### src/common/afdr_pkg.sv
package afdr_pkg;
   // Register byte offsets
   localparam logic [7:0] AFDR_CTRL_OFS = 8'h00;
   localparam logic [7:0] AFDR_MODE_OFS = 8'h04;
   localparam logic [7:0] AFDR_INSTAT_OFS = 8'h08;
   localparam logic [7:0] AFDR_OUTSTAT_OFS = 8'h0c;
   localparam logic [7:0] AFDR_SWLINE_OFS = 8'h10;
   localparam logic [7:0] AFDR_VBI_OFS = 8'h14;
   localparam logic [7:0] AFDR_LUT_OFS = 8'h18;
   localparam logic [7:0] AFDR_IRQ_STAT_OFS = 8'h1c;
   localparam logic [7:0] AFDR_IRQ_MASK_OFS = 8'h20;
   // Field widths and positions, default line offset
   localparam int AFDR_LW = 11;
   localparam int AFDR_ST_LINE_LSB = 0;
   localparam int AFDR_ST_AR_BIT = 11;
   localparam int AFDR_ST_CODE_LSB = 12;
   localparam int AFDR_ST_PRES_BIT = 16;
   localparam int AFDR_SW_OUT_LSB = 16;
   localparam int AFDR_LUT_IDX_LSB = 8;
   localparam int AFDR_LUT_WE_BIT = 16;
   localparam logic [AFDR_LW-1:0] AFDR_DEFAULT_OFFSET = 11'h004;
   // Reset values
   localparam logic AFDR_CTRL_RST = 1'b1;
   localparam logic [AFDR_LW-1:0] AFDR_IN_SW_RST = 11'h00a;
   localparam logic [AFDR_LW-1:0] AFDR_OUT_SW_RST = 11'h007;
   localparam logic [AFDR_LW-1:0] AFDR_VBI_RST = 11'h014;
   // Interrupt event bits
   localparam int AFDR_EV_FOUND = 0;
   localparam int AFDR_EV_LOST = 1;
   localparam int AFDR_EV_CHANGE = 2;
   localparam int AFDR_NEV = 3;
   // Aspect ratio mode encoding
   typedef enum logic [2:0]
   {
      AFDR_MODE_AUTO = 3'h0,
      AFDR_MODE_FULL_WIDTH = 3'h1,
      AFDR_MODE_14X9 = 3'h2,
      AFDR_MODE_FULL_HEIGHT = 3'h3,
      AFDR_MODE_ANAMORPHIC = 3'h4
   } afdr_mode_e;
   localparam logic AFDR_AR_4X3 = 1'b0;
   localparam logic AFDR_AR_16X9 = 1'b1;
endpackage

### src/rtl/afdr_top.sv
`timescale 1ns/1ps
`default_nettype none
module afdr_top
   import afdr_pkg::*;
#(
   parameter int LUT_DEPTH = 16 // entries per table set
)
(
   input wire logic clk, // 20 MHz clock
   input wire logic resetn, // sync reset, active low
   input wire logic psel, // APB select
   input wire logic penable, // APB enable
   input wire logic pwrite, // APB direction
   input wire logic [7:0] paddr, // APB byte address
   input wire logic [31:0] pwdata, // APB write data
   output logic [31:0] prdata, // APB read data
   output logic pready, // APB ready
   output logic pslverr, // APB error
   input wire logic frame_start, // one-cycle input frame pulse
   input wire logic afd_valid, // one-cycle AFD packet found
   input wire logic [AFDR_LW-1:0] afd_line, // line of the packet
   input wire logic afd_ar, // coded frame 1 = 16:9
   input wire logic [3:0] afd_code, // active format code
   input wire logic out_ar, // output coded frame 1 = 16:9
   output logic out_afd_en, // insert AFD on output
   output logic [AFDR_LW-1:0] out_afd_line, // output insertion line
   output logic [3:0] out_afd_code, // output code
   output logic [2:0] eff_mode, // mode in effect
   output logic afd_tables, // AFD table set selected
   output logic irq // level interrupt
);
   // ------------------------------------------------------------
   // Bus and control registers
   // ------------------------------------------------------------
   logic [31:0] rd_mux;
   logic rd_err;
   logic wr_stb;
   logic rd_stb;
   logic proc_en_q;
   afdr_mode_e mode_q;
   logic [AFDR_LW-1:0] in_sw_q;
   logic [AFDR_LW-1:0] out_sw_q;
   logic [AFDR_LW-1:0] vbi_q;
   logic [3:0] lut_q [0:2*LUT_DEPTH-1];
   logic [AFDR_NEV-1:0] irq_stat_q;
   logic [AFDR_NEV-1:0] irq_mask_q;
   logic [7:0] lut_idx_q;

   afdr_apb_slave u_apb
   (
      .clk(clk),
      .resetn(resetn),
      .psel(psel),
      .penable(penable),
      .pwrite(pwrite),
      .prdata_in(rd_mux),
      .pready(pready),
      .pslverr(pslverr),
      .prdata(prdata),
      .rd_err(rd_err),
      .wr_stb(wr_stb),
      .rd_stb(rd_stb)
   );

   function automatic logic hit(input logic [7:0] a, input logic [7:0] ofs);
      hit = (a == ofs);
   endfunction

   always_ff @(posedge clk)
   begin
      if (!resetn)
         proc_en_q <= AFDR_CTRL_RST;
      else if (wr_stb && hit(paddr, AFDR_CTRL_OFS))
         proc_en_q <= pwdata[0];
   end

   // Auto is refused and cleared while processing is off
   always_ff @(posedge clk)
   begin
      if (!resetn)
         mode_q <= AFDR_MODE_FULL_WIDTH;
      else if (wr_stb && hit(paddr, AFDR_MODE_OFS))
      begin
         if (pwdata[2:0] == AFDR_MODE_AUTO && !proc_en_q)
            mode_q <= AFDR_MODE_FULL_WIDTH;
         else if (pwdata[2:0] <= AFDR_MODE_ANAMORPHIC)
            mode_q <= afdr_mode_e'(pwdata[2:0]);
      end
      else if (!proc_en_q && mode_q == AFDR_MODE_AUTO)
         mode_q <= AFDR_MODE_FULL_WIDTH;
   end

   always_ff @(posedge clk)
   begin
      if (!resetn)
      begin
         in_sw_q <= AFDR_IN_SW_RST;
         out_sw_q <= AFDR_OUT_SW_RST;
      end
      else if (wr_stb && hit(paddr, AFDR_SWLINE_OFS))
      begin
         in_sw_q <= pwdata[AFDR_LW-1:0];
         out_sw_q <= pwdata[AFDR_SW_OUT_LSB +: AFDR_LW];
      end
   end

   always_ff @(posedge clk)
   begin
      if (!resetn)
         vbi_q <= AFDR_VBI_RST;
      else if (wr_stb && hit(paddr, AFDR_VBI_OFS))
         vbi_q <= pwdata[AFDR_LW-1:0];
   end

   // Lookup: index = {set, input code}; set 1 for AFD table set
   always_ff @(posedge clk)
   begin
      if (!resetn)
         lut_idx_q <= 8'h00;
      else if (wr_stb && hit(paddr, AFDR_LUT_OFS))
         lut_idx_q <= pwdata[AFDR_LUT_IDX_LSB +: 8];
   end

   always_ff @(posedge clk)
   begin
      if (wr_stb && hit(paddr, AFDR_LUT_OFS) && pwdata[AFDR_LUT_WE_BIT]
          && pwdata[AFDR_LUT_IDX_LSB +: 8] < 8'(2*LUT_DEPTH))
         lut_q[pwdata[AFDR_LUT_IDX_LSB +: 5]] <= pwdata[3:0];
   end

   // ------------------------------------------------------------
   // Detection, once per frame
   // ------------------------------------------------------------
   logic seen_q;
   logic [AFDR_LW-1:0] seen_line_q;
   logic seen_ar_q;
   logic [3:0] seen_code_q;
   logic in_pres_q;
   logic [AFDR_LW-1:0] in_line_q;
   logic in_ar_q;
   logic [3:0] in_code_q;

   // Latest packet of the running frame wins
   always_ff @(posedge clk)
   begin
      if (!resetn)
      begin
         seen_q <= 1'b0;
         seen_line_q <= '0;
         seen_ar_q <= AFDR_AR_4X3;
         seen_code_q <= 4'h0;
      end
      else if (afd_valid)
      begin
         seen_q <= 1'b1;
         seen_line_q <= afd_line;
         seen_ar_q <= afd_ar;
         seen_code_q <= afd_code;
      end
      else if (frame_start)
         seen_q <= 1'b0;
   end

   always_ff @(posedge clk)
   begin
      if (!resetn)
      begin
         in_pres_q <= 1'b0;
         in_line_q <= '0;
         in_ar_q <= AFDR_AR_4X3;
         in_code_q <= 4'h0;
      end
      else if (frame_start)
      begin
         in_pres_q <= seen_q & proc_en_q;
         in_line_q <= (seen_q && proc_en_q) ? seen_line_q : '0;
         in_ar_q <= (seen_q && proc_en_q) ? seen_ar_q : AFDR_AR_4X3;
         in_code_q <= (seen_q && proc_en_q) ? seen_code_q : 4'h0;
      end
      else if (!proc_en_q)
      begin
         in_pres_q <= 1'b0;
         in_line_q <= '0;
         in_ar_q <= AFDR_AR_4X3;
         in_code_q <= 4'h0;
      end
   end

   // ------------------------------------------------------------
   // Output side
   // ------------------------------------------------------------
   logic [AFDR_LW-1:0] calc_line;
   logic [3:0] lut_out;

   afdr_line_calc u_line
   (
      .in_line(in_line_q),
      .in_sw(in_sw_q),
      .out_sw(out_sw_q),
      .out_vbi_end(vbi_q),
      .out_line(calc_line)
   );

   assign lut_out = lut_q[{1'b1, in_code_q}];

   always_ff @(posedge clk)
   begin
      if (!resetn)
      begin
         out_afd_en <= 1'b0;
         out_afd_line <= '0;
         out_afd_code <= 4'h0;
      end
      else if (in_pres_q && proc_en_q)
      begin
         out_afd_en <= 1'b1;
         out_afd_line <= calc_line;
         out_afd_code <= lut_out;
      end
      else
      begin
         out_afd_en <= 1'b0;
         out_afd_line <= '0;
         out_afd_code <= 4'h0;
      end
   end

   // Auto only acts on AFD input, otherwise full width
   always_ff @(posedge clk)
   begin
      if (!resetn)
      begin
         eff_mode <= AFDR_MODE_FULL_WIDTH;
         afd_tables <= 1'b0;
      end
      else
      begin
         afd_tables <= in_pres_q & proc_en_q;
         if (mode_q == AFDR_MODE_AUTO && !(in_pres_q && proc_en_q))
            eff_mode <= AFDR_MODE_FULL_WIDTH;
         else
            eff_mode <= mode_q;
      end
   end

   // ------------------------------------------------------------
   // Interrupts
   // ------------------------------------------------------------
   logic [AFDR_NEV-1:0] ev;
   logic [AFDR_NEV-1:0] stat_nx;
   logic rd_stat;
   assign rd_stat = rd_stb && hit(paddr, AFDR_IRQ_STAT_OFS);
   always_comb
   begin
      ev = '0;
      ev[AFDR_EV_FOUND] = frame_start & seen_q & proc_en_q & ~in_pres_q;
      ev[AFDR_EV_LOST] = frame_start & ~(seen_q & proc_en_q) & in_pres_q;
      ev[AFDR_EV_CHANGE] = frame_start & seen_q & proc_en_q & in_pres_q & (seen_code_q != in_code_q);
   end

   // Read clears only the bits it returned; an event set in its setup cycle survives
   assign stat_nx = (rd_stat ? (irq_stat_q & ~prdata[AFDR_NEV-1:0]) : irq_stat_q) | ev;

   // New event beats the read-clear
   always_ff @(posedge clk)
   begin
      if (!resetn)
         irq_stat_q <= '0;
      else
         irq_stat_q <= stat_nx;
   end

   always_ff @(posedge clk)
   begin
      if (!resetn)
         irq_mask_q <= '0;
      else if (wr_stb && hit(paddr, AFDR_IRQ_MASK_OFS))
         irq_mask_q <= pwdata[AFDR_NEV-1:0];
   end

   always_ff @(posedge clk)
   begin
      if (!resetn)
         irq <= 1'b0;
      else
         irq <= |(stat_nx & irq_mask_q);
   end

   // ------------------------------------------------------------
   // Read decode; status words ignore writes
   // ------------------------------------------------------------
   always_comb
   begin
      rd_mux = 32'h0;
      rd_err = 1'b0;
      if (hit(paddr, AFDR_CTRL_OFS))
         rd_mux[0] = proc_en_q;
      else if (hit(paddr, AFDR_MODE_OFS))
         rd_mux[2:0] = mode_q;
      else if (hit(paddr, AFDR_INSTAT_OFS))
      begin
         rd_mux[AFDR_ST_LINE_LSB +: AFDR_LW] = in_line_q;
         rd_mux[AFDR_ST_AR_BIT] = in_ar_q;
         rd_mux[AFDR_ST_CODE_LSB +: 4] = in_code_q;
         rd_mux[AFDR_ST_PRES_BIT] = in_pres_q;
      end
      else if (hit(paddr, AFDR_OUTSTAT_OFS))
      begin
         rd_mux[AFDR_ST_LINE_LSB +: AFDR_LW] = out_afd_line;
         rd_mux[AFDR_ST_AR_BIT] = out_afd_en & out_ar;
         rd_mux[AFDR_ST_CODE_LSB +: 4] = out_afd_code;
         rd_mux[AFDR_ST_PRES_BIT] = out_afd_en;
      end
      else if (hit(paddr, AFDR_SWLINE_OFS))
      begin
         rd_mux[AFDR_LW-1:0] = in_sw_q;
         rd_mux[AFDR_SW_OUT_LSB +: AFDR_LW] = out_sw_q;
      end
      else if (hit(paddr, AFDR_VBI_OFS))
         rd_mux[AFDR_LW-1:0] = vbi_q;
      else if (hit(paddr, AFDR_LUT_OFS))
      begin
         rd_mux[AFDR_LUT_IDX_LSB +: 8] = lut_idx_q;
         if (lut_idx_q < 8'(2*LUT_DEPTH))
            rd_mux[3:0] = lut_q[lut_idx_q[4:0]];
      end
      else if (hit(paddr, AFDR_IRQ_STAT_OFS))
         rd_mux[AFDR_NEV-1:0] = irq_stat_q;
      else if (hit(paddr, AFDR_IRQ_MASK_OFS))
         rd_mux[AFDR_NEV-1:0] = irq_mask_q;
      else
         rd_err = 1'b1;
   end
endmodule // afdr_top
`default_nettype wire

### src/rtl/afdr_apb_slave.sv
`timescale 1ns/1ps
`default_nettype none
// Zero-wait APB slave front end; decode and storage live in the top
module afdr_apb_slave
(
   input wire logic clk, // clock
   input wire logic resetn, // sync reset, active low
   input wire logic psel, // select
   input wire logic penable, // access phase
   input wire logic pwrite, // direction
   input wire logic [31:0] prdata_in, // read mux value
   output logic pready, // always ready
   output logic pslverr, // error flag
   output logic [31:0] prdata, // registered read data
   input wire logic rd_err, // unmapped address
   output logic wr_stb, // write strobe
   output logic rd_stb // read strobe
);
   assign pready = 1'b1;
   assign wr_stb = psel & penable & pwrite;
   assign rd_stb = psel & penable & ~pwrite;
   // Error taken in setup so it stands for the access phase only
   always_ff @(posedge clk)
   begin
      if (!resetn)
         pslverr <= 1'b0;
      else
         pslverr <= psel & ~penable & rd_err;
   end

   // Data registered in setup so access phase reads stable value
   always_ff @(posedge clk)
   begin
      if (!resetn)
         prdata <= 32'h0;
      else if (psel & ~penable & ~pwrite)
         prdata <= prdata_in;
   end
endmodule // afdr_apb_slave
`default_nettype wire

### src/rtl/afdr_line_calc.sv
`timescale 1ns/1ps
`default_nettype none
// Output line relocation, combinational
module afdr_line_calc
   import afdr_pkg::*;
(
   input wire logic [AFDR_LW-1:0] in_line, // detected input line
   input wire logic [AFDR_LW-1:0] in_sw, // input switching line
   input wire logic [AFDR_LW-1:0] out_sw, // output switching line
   input wire logic [AFDR_LW-1:0] out_vbi_end, // last output VBI line
   output logic [AFDR_LW-1:0] out_line // placed output line
);
   logic [AFDR_LW-1:0] diff;
   logic [AFDR_LW-1:0] cand;
   always_comb
   begin
      diff = AFDR_LW'(in_line - in_sw);
      cand = AFDR_LW'(out_sw + diff);
      // Line above switching line also counts as outside VBI
      if (in_line < in_sw || cand > out_vbi_end)
         out_line = AFDR_LW'(out_sw + AFDR_DEFAULT_OFFSET);
      else
         out_line = cand;
   end
endmodule // afdr_line_calc
`default_nettype wire

### config.mk
export PLATFORM = sky130hd
export DESIGN_NAME = afdr_top
export DESIGN_NICKNAME = d
export VERILOG_FILES = /design/src/common/afdr_pkg.sv /design/src/rtl/afdr_top.sv /design/src/rtl/afdr_apb_slave.sv /design/src/rtl/afdr_line_calc.sv
export SDC_FILE = /design/constraint.sdc
export NUM_CORES = 1
export LEC_CHECK = 0
export BUFFER_PORTS_ARGS = -buffer_cell sky130_fd_sc_hd__buf_2
export CORE_ASPECT_RATIO = 1.25
export CORE_MARGIN = 2
export CORE_UTILIZATION = 38
export DETAILED_ROUTE_END_ITERATION = 16
export GPL_TIMING_DRIVEN = 0
export PLACE_DENSITY = 0.59
export RECOVER_POWER = 50
export SYNTH_ARGS = -nofsm -noshare
export SYNTH_HDL_FRONTEND = slang
export SYNTH_HIERARCHICAL = 1
export SYNTH_SLANG_ARGS = --single-unit
export TNS_END_PERCENT = 10
### constraint.sdc
create_clock -name clk -period 3.6 [get_ports clk]
set_clock_uncertainty 0.15 [all_clocks]
set_input_delay 0.54 -clock clk [delete_from_list [all_inputs] [get_ports clk]]
set_output_delay 0.54 -clock clk [all_outputs]
set_load 0.05 [all_outputs]
# After elaboration in Yosys (flattened, before gate mapping)
# Memory sizes are Yosys's and may differ from the RTL's. A register that Yosys moved wholly into a read port is not among the register bits.
# Index checks and enable logic that the tools add are counted.
# W data, S select, Z words.
# op_classes
n_reduce_logical	27
magnitude_cmp	5
add_sub_neg	3
n_bitwise	25
n_mux	53
eq_ne	11
# ops
operator	n
$mux W11	6
$mux W17	2
$eq A8 B5 Y1 const B	4
$mux W3	10
$mux W26	1
$mux W24	1
$mux W4	6
$mux W1	20
$mux W10	2
$mux W5	4
$and A1 B1 Y1	16
$eq A8 B4 Y1 const B	2
$lt A8 B6 Y1 const B	2
$logic_and A1 B1 Y1	14
$add A11 B11 Y11	1
$add A11 B3 Y11 const B	1
$gt A11 B11 Y1	1
$lt A11 B11 Y1	1
$sub A11 B11 Y11	1
$eq A8 B3 Y1 const B	1
$eq A8 B6 Y1 const B	1
$logic_not A8 Y1	1
$mux W8	1
$and A3 B3 Y3	2
14 further kinds	23
# word_totals
reg_bits	130
output_inout_bits	55
ramBits	128
n_memories	1
# mem_list
name	depth	word_bits	rd	rd_ports_with_merged_regs	wr	line_no	source
lut_q	32	4	2	2	1	afdr_top.sv:44	logic [3:0] lut_q [0:2*LUT_DEPTH-1];

# Logic depth before layout (Yosys ltp)
# Gate-level depths: netlist of the first run.
# depth
word_depth	11
mapped_depth	20
mapped_depth_nobuf	19

# Modules after synthesis
# Netlist of the first run, hierarchy kept.
# by_module_without_submodules
module	n_inst	area_per_inst_um2	cells_each
afdr_top	1	10287.4	779
afdr_line_calc	1	1589.0	207
afdr_apb_slave	1	1376.3	147

# Least setup slack after synthesis of the first run
# OpenSTA, ideal clock, no wires.
# synth_path
kind	register to register
startpoint	reg in_line_q[1]
endpoint	reg out_afd_line[7]
path_slack_ns	-0.342
period_less_slack_ns	3.942
arrival_time_ns	3.677
setup_ns	0.115
path_stages_with_launch	18
path_cell_list	dfxtp_1 > inv_1 > fa_1 > fa_1 > nand2b_1 > a21o_1 > and3b_1 > a21oi_1 > xor2_1 > ha_1 > a21oi_1 > nor2_1 > a211oi_1 > o21ai_1 > a22o_2 > buf_6 > mux2_1 > and2_1
# synth_via
elab_chain_len	5
# synth_rtl
element	line_no	source
from (decl)	afdr_top.sv:139	logic [AFDR_LW-1:0] in_line_q;
from (signal assigned)	afdr_top.sv:176	in_line_q <= (seen_q && proc_en_q) ? seen_line_q : '0;
$sub A11 B11 Y11	afdr_line_calc.sv:17	diff = AFDR_LW'(in_line - in_sw);
$add A11 B11 Y11	afdr_line_calc.sv:18	cand = AFDR_LW'(out_sw + diff);
$gt A11 B11 Y1	afdr_line_calc.sv:20	if (in_line < in_sw || cand > out_vbi_end)
$logic_or A1 B1 Y1	afdr_line_calc.sv:20	
$mux W11 (*)	afdr_line_calc.sv:20	
net calc_line[7]	afdr_top.sv:192	logic [AFDR_LW-1:0] calc_line;
to (signal assigned)	afdr_top.sv:217	out_afd_line <= calc_line;
to (decl)	afdr_top.sv:26	output logic [AFDR_LW-1:0] out_afd_line,
# The timed path passes the listed nets; every way through them passes the cells marked *.
# A chain may end at the register's enable or synchronous reset.

# Worst setup path in the final report of the first run
# layout_path
startpoint	reg out_sw_q[0]
endpoint	reg out_afd_line[4]
# layout_via
elab_chain_len	4
# layout_rtl
element	line_no	source
from (decl)	afdr_top.sv:42	logic [AFDR_LW-1:0] out_sw_q;
from (signal assigned)	afdr_top.sv:103	out_sw_q <= pwdata[AFDR_SW_OUT_LSB +: AFDR_LW];
$add A11 B11 Y11	afdr_line_calc.sv:18	
$gt A11 B11 Y1	afdr_line_calc.sv:20	
$logic_or A1 B1 Y1	afdr_line_calc.sv:20	
$mux W11 (*)	afdr_line_calc.sv:20	
net calc_line[4]	afdr_top.sv:192	
# Marked as above.

==> results by stage, run 1 <==
Run status:
- The flow ran to the end, but the final reports show violations.
- The final reports fail on max-capacitance violations, max-slew violations, negative setup slack.

Synthesis:
- For this run, the leading register cell type out of synthesis is dfxtp_1.
- Summed over its instances, the top area cell type makes up between 20% and 30% of the synthesized netlist area.
- Synthesis handed over a netlist of 1133 instances.
- By area the synthesized netlist is led by edfxtp_1 (29%), dfxtp_1 (22%), mux4_2 (7.5%).
- After synthesis the cells add up to approximately 0.013 mm^2.
- A synthesized cell averages 11.70 um^2.
- The sequential cell area fraction in the yosys report is roughly half.
- Counting flops with a built-in enable in the synthesized netlist gives between 100 and 150.
- The cell type with the highest aggregate area in the netlist is edfxtp_1.
- Counting flops and latches in the post-synthesis netlist gives between 200 and 300.
- The number of distinct library cells after synthesis is between 70 and 80.
- The number of warnings printed during yosys synthesis is 6.
- Of all flip-flops after synthesis, the portion carrying an async set or reset was 0%.

Pwr:
- The analysis attributes to cell leakage a power of approximately 5.6 nW.
- The fraction of power spent switching nets is between 20% and 30%.
- The clock group share of total power is 43.3%.
- Across the VDD grid, the largest voltage drop is between 300 and 400 uV.
- The internal power of the cells is roughly 5 mW.
- Per report_power, the combinational group accounts for approximately 5.6% of the total.
- Summed over all nets, the switching power comes to 1.476 mW.
- For this design the ratio of total power to cell area is between 400 and 500 mW/mm^2.
- The part of the power in registers is about half.
- After layout, the design draws a total of around 6.4 mW.

Clock network:
- The number of hold buffers added after cts is 0.
- The clock reaches the later pin of the worst-skew pair after 0.54 ns.
- Counting along the longest clock path gives a buffer depth of 3.
- The deepest level of the CTS H-tree is 1.
- TritonCTS built the clock tree.
- The clock slew at the register clock pins of the worst setup and hold paths is roughly 0.070 ns.
- The cell chosen for the clock root is clkbuf_16.
- Buffers inserted during clock tree synthesis total 27.
- The clock sink total is between 200 and 300.

Placed design:
- The placer's final routability congestion estimate is between 0.8 and 0.9.
- Port buffering added 110 buffers.
- The half-perimeter wire length after placement is roughly 29000 um.
- The instance area at placement is between 0.01 and 0.015 mm^2.

Min path:
- The min-delay analysis places its worst path in the category input port to flop.
- The worst hold path terminates at out_sw_q[8]$_SDFFE_PN0P_.
- The beginning of the worst hold path is pwdata[24].
- The worst hold path cell count is 3.

Floorplan:
- The initial utilization of the core area, before any placement, comes to 38.50%.
- The area inside the core boundary is 0.03442 mm^2.
- The die is roughly 210 um tall.
- The row count is 76.
- The die extent in x is 171.0 um.
- The total I/O pin count is ~120.
- The die covers ~0.036 mm^2.

Final layout:
- The most frequent standard cell in the layout excluding fill and tap cells is nand2_1.
- Fill cells in the final layout number ~3300.
- The fraction of layout instances using a drive strength above 1 is a little under a fifth.
- In the final layout, the multi-input gates occupy about 0.0061 mm^2.
- Cells fill between 40% and 50% of the core in the end.
- The final cell area excluding filler cells is around 0.015 mm^2.
- After the last flow step, the layout net total stands at 1387.
- The library cells used most frequently in the layout, excluding fill and tap cells, are nand2_1 (160), edfxtp_1 (128), dfxtp_1 (123), clkbuf_1 (89), mux2i_1 (85).
- The flip-flop and latch area is 0.006759 mm^2.
- The relative area change from synthesis to final layout is 16.66%.

Route:
- The final wirelength is roughly 38000 um.
- The count of TritonRoute iterations in the first routing pass is 5.
- The average detailed-routed wire length per instance is 21.68 um.
- In the routed layout, each cell is associated on average with a via count of 5.321.
- The DRC violations left is 0.
- The count of nets left with antenna violations after detail routing is 0.
- The number of design-rule violations left by the first detailed-router iteration is 680.
- For this block, the via count after detailed routing is 9419.

Setup path:
- On the worst path, the slowest cell contributes a delay of around 0.39 ns.
- The critical path data required time is 3.89 ns.
- The destination of the worst register-to-register timing path is out_afd_line[4]$_SDFF_PN0_.
- Data on the critical path arrives at its endpoint at around 4.4 ns.
- Walking the worst path, the cells encountered are inv_2 > ha_4 > inv_1 > ha_4 > inv_2 > fa_2 > nand2b_4 > a21o_1 > and3b_2 > a21oi_2 > xor2_2 > ha_1 > a21oi_1 > nor2_1 > a211oi_2 > o21ai_1 > a22o_2 > buf_12 > mux2_4 > and2_1.
- The critical path class is flop to flop.
- The launching point of the worst reg2reg path is out_sw_q[0]$_SDFFE_PN1P_.
- The reg-to-reg setup timing slack is -0.51 ns.
- The master of the slowest instance on the critical path is fa_2.
- Measured in cells, the most critical reg-to-reg path has a length of 20.
- The family of cells with the greatest summed delay on the critical path is adder cells.
- The type of element launching the critical path is a flop.
- The critical path endpoint category is a flop.
- The critical path contains buffers and inverters numbering 4 combined.
- The critical-path maximum fanout is 10.

STA:
- The post-layout worst setup margin is -0.5143 ns.
- The slew at the pin with the worst max-slew slack is 1.928 ns.
- In the finished design, the share of the clock period the worst path needs comes to 114.3%.
- The total of endpoints with negative setup slack in the final report is 11.
- Headroom to the max-slew limit came out at -28.54%.
- The time the final worst path needs with I/O delays and setup is about 4.1 ns.
- The count of endpoints failing hold in the final timing report is 0.
- The maximum achievable frequency is 243.1 MHz.
- The final max-slew violation count was 154.
- Setup repair after global routing could not meet its margin everywhere.

GRT:
- For this run the aggregate overflow at the end of global routing stands at 0.
- The first global-routing pass estimated about 58000 um of wire.
- In the global route stage, overall resource usage came out at roughly a fifth.
- The number of global-route vias before repair is approximately 9500.
- The number of antenna violations at the first check in global routing is 0.
- The largest net degree at the start of global routing is 40.

Job:
- Max-cap violations in this run came to 4.
[through the flow]
| stage | cells | setup TNS [ns] | hold slack [ns] | setup WS (ns) |
|---|---|---|---|---|
| after floorplan | 1137 | -1.536 | 0.2602 | -0.2051 |
| after detailed placement | 1715 | -8.646 | 0.2960 | -0.8683 |
| after CTS | 1769 | -4.933 | 0.07171 | -0.5149 |
| after global placement | 1715 | -8.018 | 0.2901 | -0.8115 |
| after global routing | 1769 | -6.203 | 0.08646 | -0.6312 |
| final | 1770 | -4.910 | 0.08016 | -0.5143 |
[cells by family (layout without fill, tap and decap cells)]
| logic type | after synthesis | after routing | share of synthesized area (%) |
|---|---|---|---|
| multiplexers | 150 | 150 | 17.01 |
| adder cells (fa/ha/maj) | 43 | 43 | 4.626 |
| other | 2 | 7 | 0.05667 |
| XOR/XNOR | 22 | 22 | 1.454 |
| flip-flops | 271 | 271 | 50.60 |
| AND/OR/NAND/NOR | 373 | 373 | 13.73 |
| buffers and inverters | 137 | 301 | 5.136 |
| AO/OA/AOI/OAI | 135 | 135 | 7.383 |
[layer usage]
layer	up-vias	global-route usage, %	wire length [um]
met5	-	0	0
met2	359	37.07	18900
li1	4396	-	-
met3	95	2.892	2319
met1	4569	25.45	15080
met4	0	10.49	2064
[synthesized netlist by cell type (all sizes together) (2+ instances only)]
library cell  instances
a211oi                2
a21boi               26
a21o                  4
a21oi                25
a221o                 6
a221oi                2
a222oi                2
a22o                 17
a22oi                 7
a31oi                 3
and2                 19
and3                 20
and3b                 2
and4                  2
buf                  43
clkbuf               25
conb                  2
dfxtp               143
edfxtp              128
fa                   10
ha                   33
inv                  69
mux2                 11
mux2i                85
mux4                 54
nand2               161
nand2b                4
nand3                41
nand4                11
nor2                 52
nor2b                36
nor3                 10
nor3b                 2
nor4                  2
nor4b                 4
o211a                 2
o211ai                2
o21a                  3
o21ai                23
o221ai                4
or2                   3
or3                   2
xnor2                17
xor2                  5
[sequential cells by signal (all words and copies together) (netlist names), 4 cells and up, named ones only]
| name | flops |
|---|---|
| seen_line_q | 11 |
| out_afd_line | 11 |
| out_sw_q | 11 |
| lut_idx_q | 8 |
| u_apb/prdata | 32 |
| in_line_q | 11 |
| vbi_q | 11 |
| out_afd_code | 4 |
| in_sw_q | 11 |
| in_code_q | 4 |
| seen_code_q | 4 |
| lut_q | 128 |
[power groups by stage]
stage / combinational, mW / sequential [mW] / clock (mW)
final: 0.354 / 3.25 / 2.76
after detailed placement: 0.344 / 3.33 / 0
after global placement: 0.339 / 3.33 / 0
after global routing: 0.383 / 3.25 / 2.94
after floorplan: 0.187 / 3.33 / 0
after CTS: 0.349 / 3.25 / 2.79
[layout make-up]
| cell class | count | share of cell area (%) |
|---|---|---|
| sequential | 271 | 43.72 |
| multi-input combinational | 729 | 39.22 |
| clock buffer | 29 | 4.419 |
| tap | 468 | 3.787 |
| timing repair buffer | 114 | 3.326 |
| buffer | 68 | 2.703 |
| inverter | 69 | 1.691 |
| clock inverter | 21 | 1.125 |
| antenna | 1 | 0.01619 |
[worst max path at each step]
stage,from,end,slack (ns),cells past startpoint
6_report,out_sw_q[0]$_SDFFE_PN1P_,out_afd_line[4]$_SDFF_PN0_,-0.51,20
5_1_grt,out_sw_q[1]$_SDFFE_PN1P_,out_afd_line[7]$_SDFF_PN0_,-0.63,17
4_1_cts,out_sw_q[1]$_SDFFE_PN1P_,out_afd_line[7]$_SDFF_PN0_,-0.51,17
3_5_place_dp,in_line_q[5]$_SDFFE_PN0P_,out_afd_line[3]$_SDFF_PN0_,-0.87,18
3_3_place_gp,in_line_q[5]$_SDFFE_PN0P_,out_afd_line[3]$_SDFF_PN0_,-0.81,18
2_1_floorplan,out_sw_q[1]$_SDFFE_PN1P_,out_afd_line[4]$_SDFF_PN0_,-0.21,17
[worst min-delay path, cell delays in order]
cell and delay [ns]:
buf_2 0.10, nand2_1 0.05, a21boi_1 0.05
[repair_timing]
action | CTS | global route
resized for setup | 30 | 16
pin swaps | 6 | 8
cloned | 0 | 0
endpoints found under the hold margin | 0 | 0
setup endpoints to repair | 11 | 11
setup buffers | 4 | 0
Note: power is estimated with default switching activity, not from simulation.
==> run 2, diff against run 1 <==
Settings changed: PLACE_DENSITY 0.59 to unset, SKIP_LAST_GASP set to 1.
Clock period 3.6 ns to 4.69 ns, I/O delays scaled along.
==> run 2 against run 1 <==
  * The flow finishes with violations (max-capacitance violations, max-slew violations)
  * First-iteration DRC count rose by 1.3%
  * Critical path type unchanged
  * Die area did not move
  * Highest routed layer unchanged
  * Core utilization fell by 0.47 points
  * Sequential cell count did not move
==> results by stage, run 2 (synthesis results as in run 1) <==
Route:
- The final wirelength is 37600 um (was 38370 um).
- The count of vias placed by the detailed router came to 9271 (was 9419).
- The average detailed-routed wire length per instance was 21.26 um (was 21.68 um).
- The DRC violations left is 0 (unchanged).
- The count of TritonRoute iterations in the first routing pass is 5 (unchanged).
- The count of nets left with antenna violations after detail routing came to 0 (unchanged).
- The ratio of routed vias to standard cells was 5.241 (was 5.321).
- The number of design-rule violations left by the first detailed-router iteration is 689 (was 680).

Pwr:
- The static leakage is 5.622 nW (was 5.582 nW).
- The part of the power in registers is 49.2% (was 51.1%).
- The worst ir drop on vdd is 200.8 uV (was 320.6 uV).
- The clock group share of total power is 45.7% (was 43.3%).
- The fraction of power spent switching nets is 22.13% (was 23.19%).
- The power spent charging and discharging nets was 1.126 mW (was 1.476 mW).
- The ratio of total power to cell area is 332.6 mW/mm^2 (was 411.7 mW/mm^2).
- The internal power of the cells is 3.962 mW (was 4.889 mW).
- The combinational cell fraction of total power is 5.2% (was 5.6%).

Setup path:
- The reg-to-reg setup timing slack is 0.21 ns (was -0.51 ns).
- The master of the slowest instance on the critical path is fa_1 (was fa_2).
- The timing startpoint of the critical path is in_line_q[1]$_SDFFE_PN0P_ (was out_sw_q[0]$_SDFFE_PN1P_).
- The critical path data required time was 5.00 ns (was 3.89 ns).
- The critical path endpoint category is a flop (unchanged).
- Cell Chain, Critical Path: inv_1 > fa_1 > fa_1 > nand2b_1 > a21o_1 > and3b_1 > a21oi_1 > xor2_1 > ha_1 > a21oi_1 > nor2_1 > a211oi_1 > o21ai_1 > a22o_2 > buf_6 > mux2_1 > and2_1 (was inv_2 > ha_4 > inv_1 > ha_4 > inv_2 > fa_2 > nand2b_4 > a21o_1 > and3b_2 > a21oi_2 > xor2_2 > ha_1 > a21oi_1 > nor2_1 > a211oi_2 > o21ai_1 > a22o_2 > buf_12 > mux2_4 > and2_1).
- The critical-path maximum fanout is 10 (unchanged).
- The destination of the worst register-to-register timing path was out_afd_line[7]$_SDFF_PN0_ (was out_afd_line[4]$_SDFF_PN0_).
- The count of cells along the worst register-to-register path came to 17 (was 20).
- The delay of the slowest cell on the worst path is 0.53 ns (was 0.39 ns).
- The critical path class is flop to flop (unchanged).
- The worst path arrival time came to 4.79 ns (was 4.41 ns).
- The endpoint of the worst setup timing path is out_afd_line[7]$_SDFF_PN0_ (was out_afd_line[4]$_SDFF_PN0_).
- The launching point of the worst reg2reg path is in_line_q[1]$_SDFFE_PN0P_ (was out_sw_q[0]$_SDFFE_PN1P_).
- The type of element launching the critical path is a flop (unchanged).

Floorplan:
- The area of the die is 0.03640 mm^2 (unchanged).
- The initial core utilization was 38.50% (unchanged).
- The area inside the core boundary came to 0.03442 mm^2 (unchanged).
- The row count came to 76 (unchanged).
- The total I/O pin count came to 119 (unchanged).
- The die extent in x is 171.0 um (unchanged).
- The die boundary height is 212.8 um (unchanged).

Final layout:
- The number of flip-flops under the largest register name is 128 (unchanged).
- The final cell area excluding filler cells is 0.01530 mm^2 (was 0.01546 mm^2).
- The final layout net count was 1385 (was 1387).
- The filler cell count is 3314 (was 3257).
- The fraction of layout instances using a drive strength above 1 is 15.92% (was 19.06%).
- Most used cells in the layout excluding fill and tap cells: nand2_1 (160), dfxtp_1 (142), edfxtp_1 (128), clkbuf_1 (88), mux2i_1 (85) (was nand2_1 (160), edfxtp_1 (128), dfxtp_1 (123), clkbuf_1 (89), mux2i_1 (85)).
- The relative area change from synthesis to final layout came to 15.44% (was 16.66%).
- The most frequent standard cell in the layout excluding fill and tap cells is nand2_1 (unchanged).

STA:
- The time the final worst path needs with I/O delays and setup came to 4.483 ns (was 4.114 ns).
- The maximum achievable frequency is 223.1 MHz (was 243.1 MHz).
- The total of endpoints with negative setup slack in the final report is 0 (was 11).
- The count of endpoints failing hold in the final timing report came to 0 (unchanged).
- The slew at the pin with the worst max-slew slack is 1.902 ns (was 1.928 ns).
- The tightest hold margin is 0.2446 ns (was 0.08016 ns).
- The worst slew margin relative to its limit came to -26.80% (was -28.54%).
- The share of the clock period used by the worst path is 95.58% (was 114.3%).
- The final max-slew violation count came to 154 (unchanged).

GRT:
- The first-pass GRT wire length is 56690 um (was 57650 um).
- The overall global routing resource usage is 20.81% (was 21.16%).
- The total overflow reported by the global router is 0 (unchanged).
- The number of global-route vias before repair was 9553 (was 9505).
- The largest net degree at the start of global routing is 40 (unchanged).
- The number of antenna violations at the first check in global routing came to 0 (unchanged).

Run status:
- Violations in the final reports: max-capacitance violations, max-slew violations (was max-capacitance violations, max-slew violations, negative setup slack).
- Outcome: finished, violations left (unchanged).

Clock network:
- The clock slew at the register clock pins of the worst setup and hold paths is 0.06 ns (was 0.07 ns).
- The CTS buffer count came to 28 (was 27).
- The cell chosen for the clock root is clkbuf_16 (unchanged).
- The maximum count of clock buffers along a single path is 3 (unchanged).
- The number of hold buffers added after cts came to 0 (unchanged).
- The deepest level of the CTS H-tree came to 1 (unchanged).
- The clock sink total is 271 (unchanged).
- The clock insertion delay at the later pin of the skew report came to 0.56 ns (was 0.54 ns).
- The TritonCTS clock tree is done (unchanged).

Placed design:
- The number of buffer cells added on primary ports was 110 (unchanged).
- The placer's final routability congestion estimate is 0.9109 (was 0.8737).
- The instance area at placement is 0.01440 mm^2 (was 0.01451 mm^2).
- The half-perimeter wire length after placement came to 28440 um (was 28800 um).

Job:
- The count of maximum capacitance violations was 4 (unchanged).

Min path:
- The type of the tightest min-delay check is input port to flop (unchanged).
-- run 2: changes by cell type in the layout (fill, tap and decap cells not counted), moves of 5 or more --
cell | before | now
dfxtp_1 | 123 | 142
dfxtp_2 | 9 | 1
clkinv_1 | 5 | 0
clkbuf_8 | 0 | 5
ha_1 | 24 | 33
dfxtp_4 | 11 | 0
ha_4 | 8 | 0
-- run 2: per-layer routing --
layer  vias to the layer above  track usage, %  routed length [um]  part of all wire [%]
met3                        76           2.743                2024                   5.4
met1                      4531           24.17               14260                    38
met4                         0           9.643                1744                   4.6
met2                       295           37.85               19570                    52
li1                       4369               -                   -                     -
met5                         -               0                   0                     0
-- run 2: area by class of cell --
| type | count | area, um^2 | area share [%] |
|---|---|---|---|
| clock inverters | 12 | 148.9 | 0.9733 |
| inverters | 69 | 259.0 | 1.693 |
| plain buffers | 68 | 414.1 | 2.707 |
| multi-input cells | 729 | 5868 | 38.36 |
| well taps | 468 | 585.6 | 3.828 |
| diodes | 1 | 2.502 | 0.01636 |
| clock buffers | 40 | 818.3 | 5.349 |
| flip-flops and latches | 271 | 6708 | 43.85 |
| repair buffers | 111 | 494.2 | 3.231 |
-- run 2: worst min-delay path by stage --
stage / start / endpoint / slack, ns / cells after the start
CTS: pwdata[17] / out_sw_q[1]$_SDFFE_PN1P_ / 0.23 / 3
finish: pwdata[17] / out_sw_q[1]$_SDFFE_PN1P_ / 0.24 / 3
floorplan: mode_q[0]$_SDFFE_PN1P_ / eff_mode[0]$_SDFF_PP1_ / 0.26 / 2
global placement: u_apb/prdata[30]$_SDFFE_PN0P_ / u_apb/prdata[30]$_SDFFE_PN0P_ / 0.29 / 2
global route: pwdata[18] / out_sw_q[2]$_SDFFE_PN1P_ / 0.24 / 3
detailed placement: u_apb/prdata[31]$_SDFFE_PN0P_ / u_apb/prdata[31]$_SDFFE_PN0P_ / 0.31 / 2
-- run 2: power groups by stage --
| stage | Clock, mW | Combinational [mW] | Sequential [mW] |
|---|---|---|---|
| floorplan | 0 | 0.140 | 2.56 |
| global placement | 0 | 0.260 | 2.55 |
| detailed placement | 0 | 0.264 | 2.55 |
| CTS | 2.37 | 0.265 | 2.50 |
| global route | 2.46 | 0.285 | 2.50 |
| finish | 2.32 | 0.263 | 2.50 |
-- run 2: repair_timing --
action / in CTS / in global routing
buffers inserted: 0 / 1
setup endpoints to repair: 0 / 8
gates resized for setup: 0 / 1
-- run 2: through the flow --
| step | util (%) | total power, mW | setup slack, ns | TNS (ns) | instances |
|---|---|---|---|---|---|
| floorplan | - | 2.700 | 0.7480 | 0 | 1137 |
| global placement | 41.84 | 2.813 | 0.1150 | 0 | 1715 |
| detailed placement | 41.84 | 2.817 | 0.1312 | 0 | 1715 |
| CTS | 44.65 | 5.135 | 0.09096 | 0 | 1767 |
| global route | 44.44 | 5.250 | -0.004903 | -0.004903 | 1768 |
| finish | 44.44 | 5.088 | 0.2073 | 0 | 1769 |
-- run 2: worst max-delay path: cells and delay by family, from the launching register on --
kind	cells	cell delay [ns]
fa+ha+maj	3	1.31
compound gates	6	1.04
simple gates	4	0.58
flops	1	0.44
mux	1	0.32
xor+xnor	1	0.27
buf+inv	2	0.26
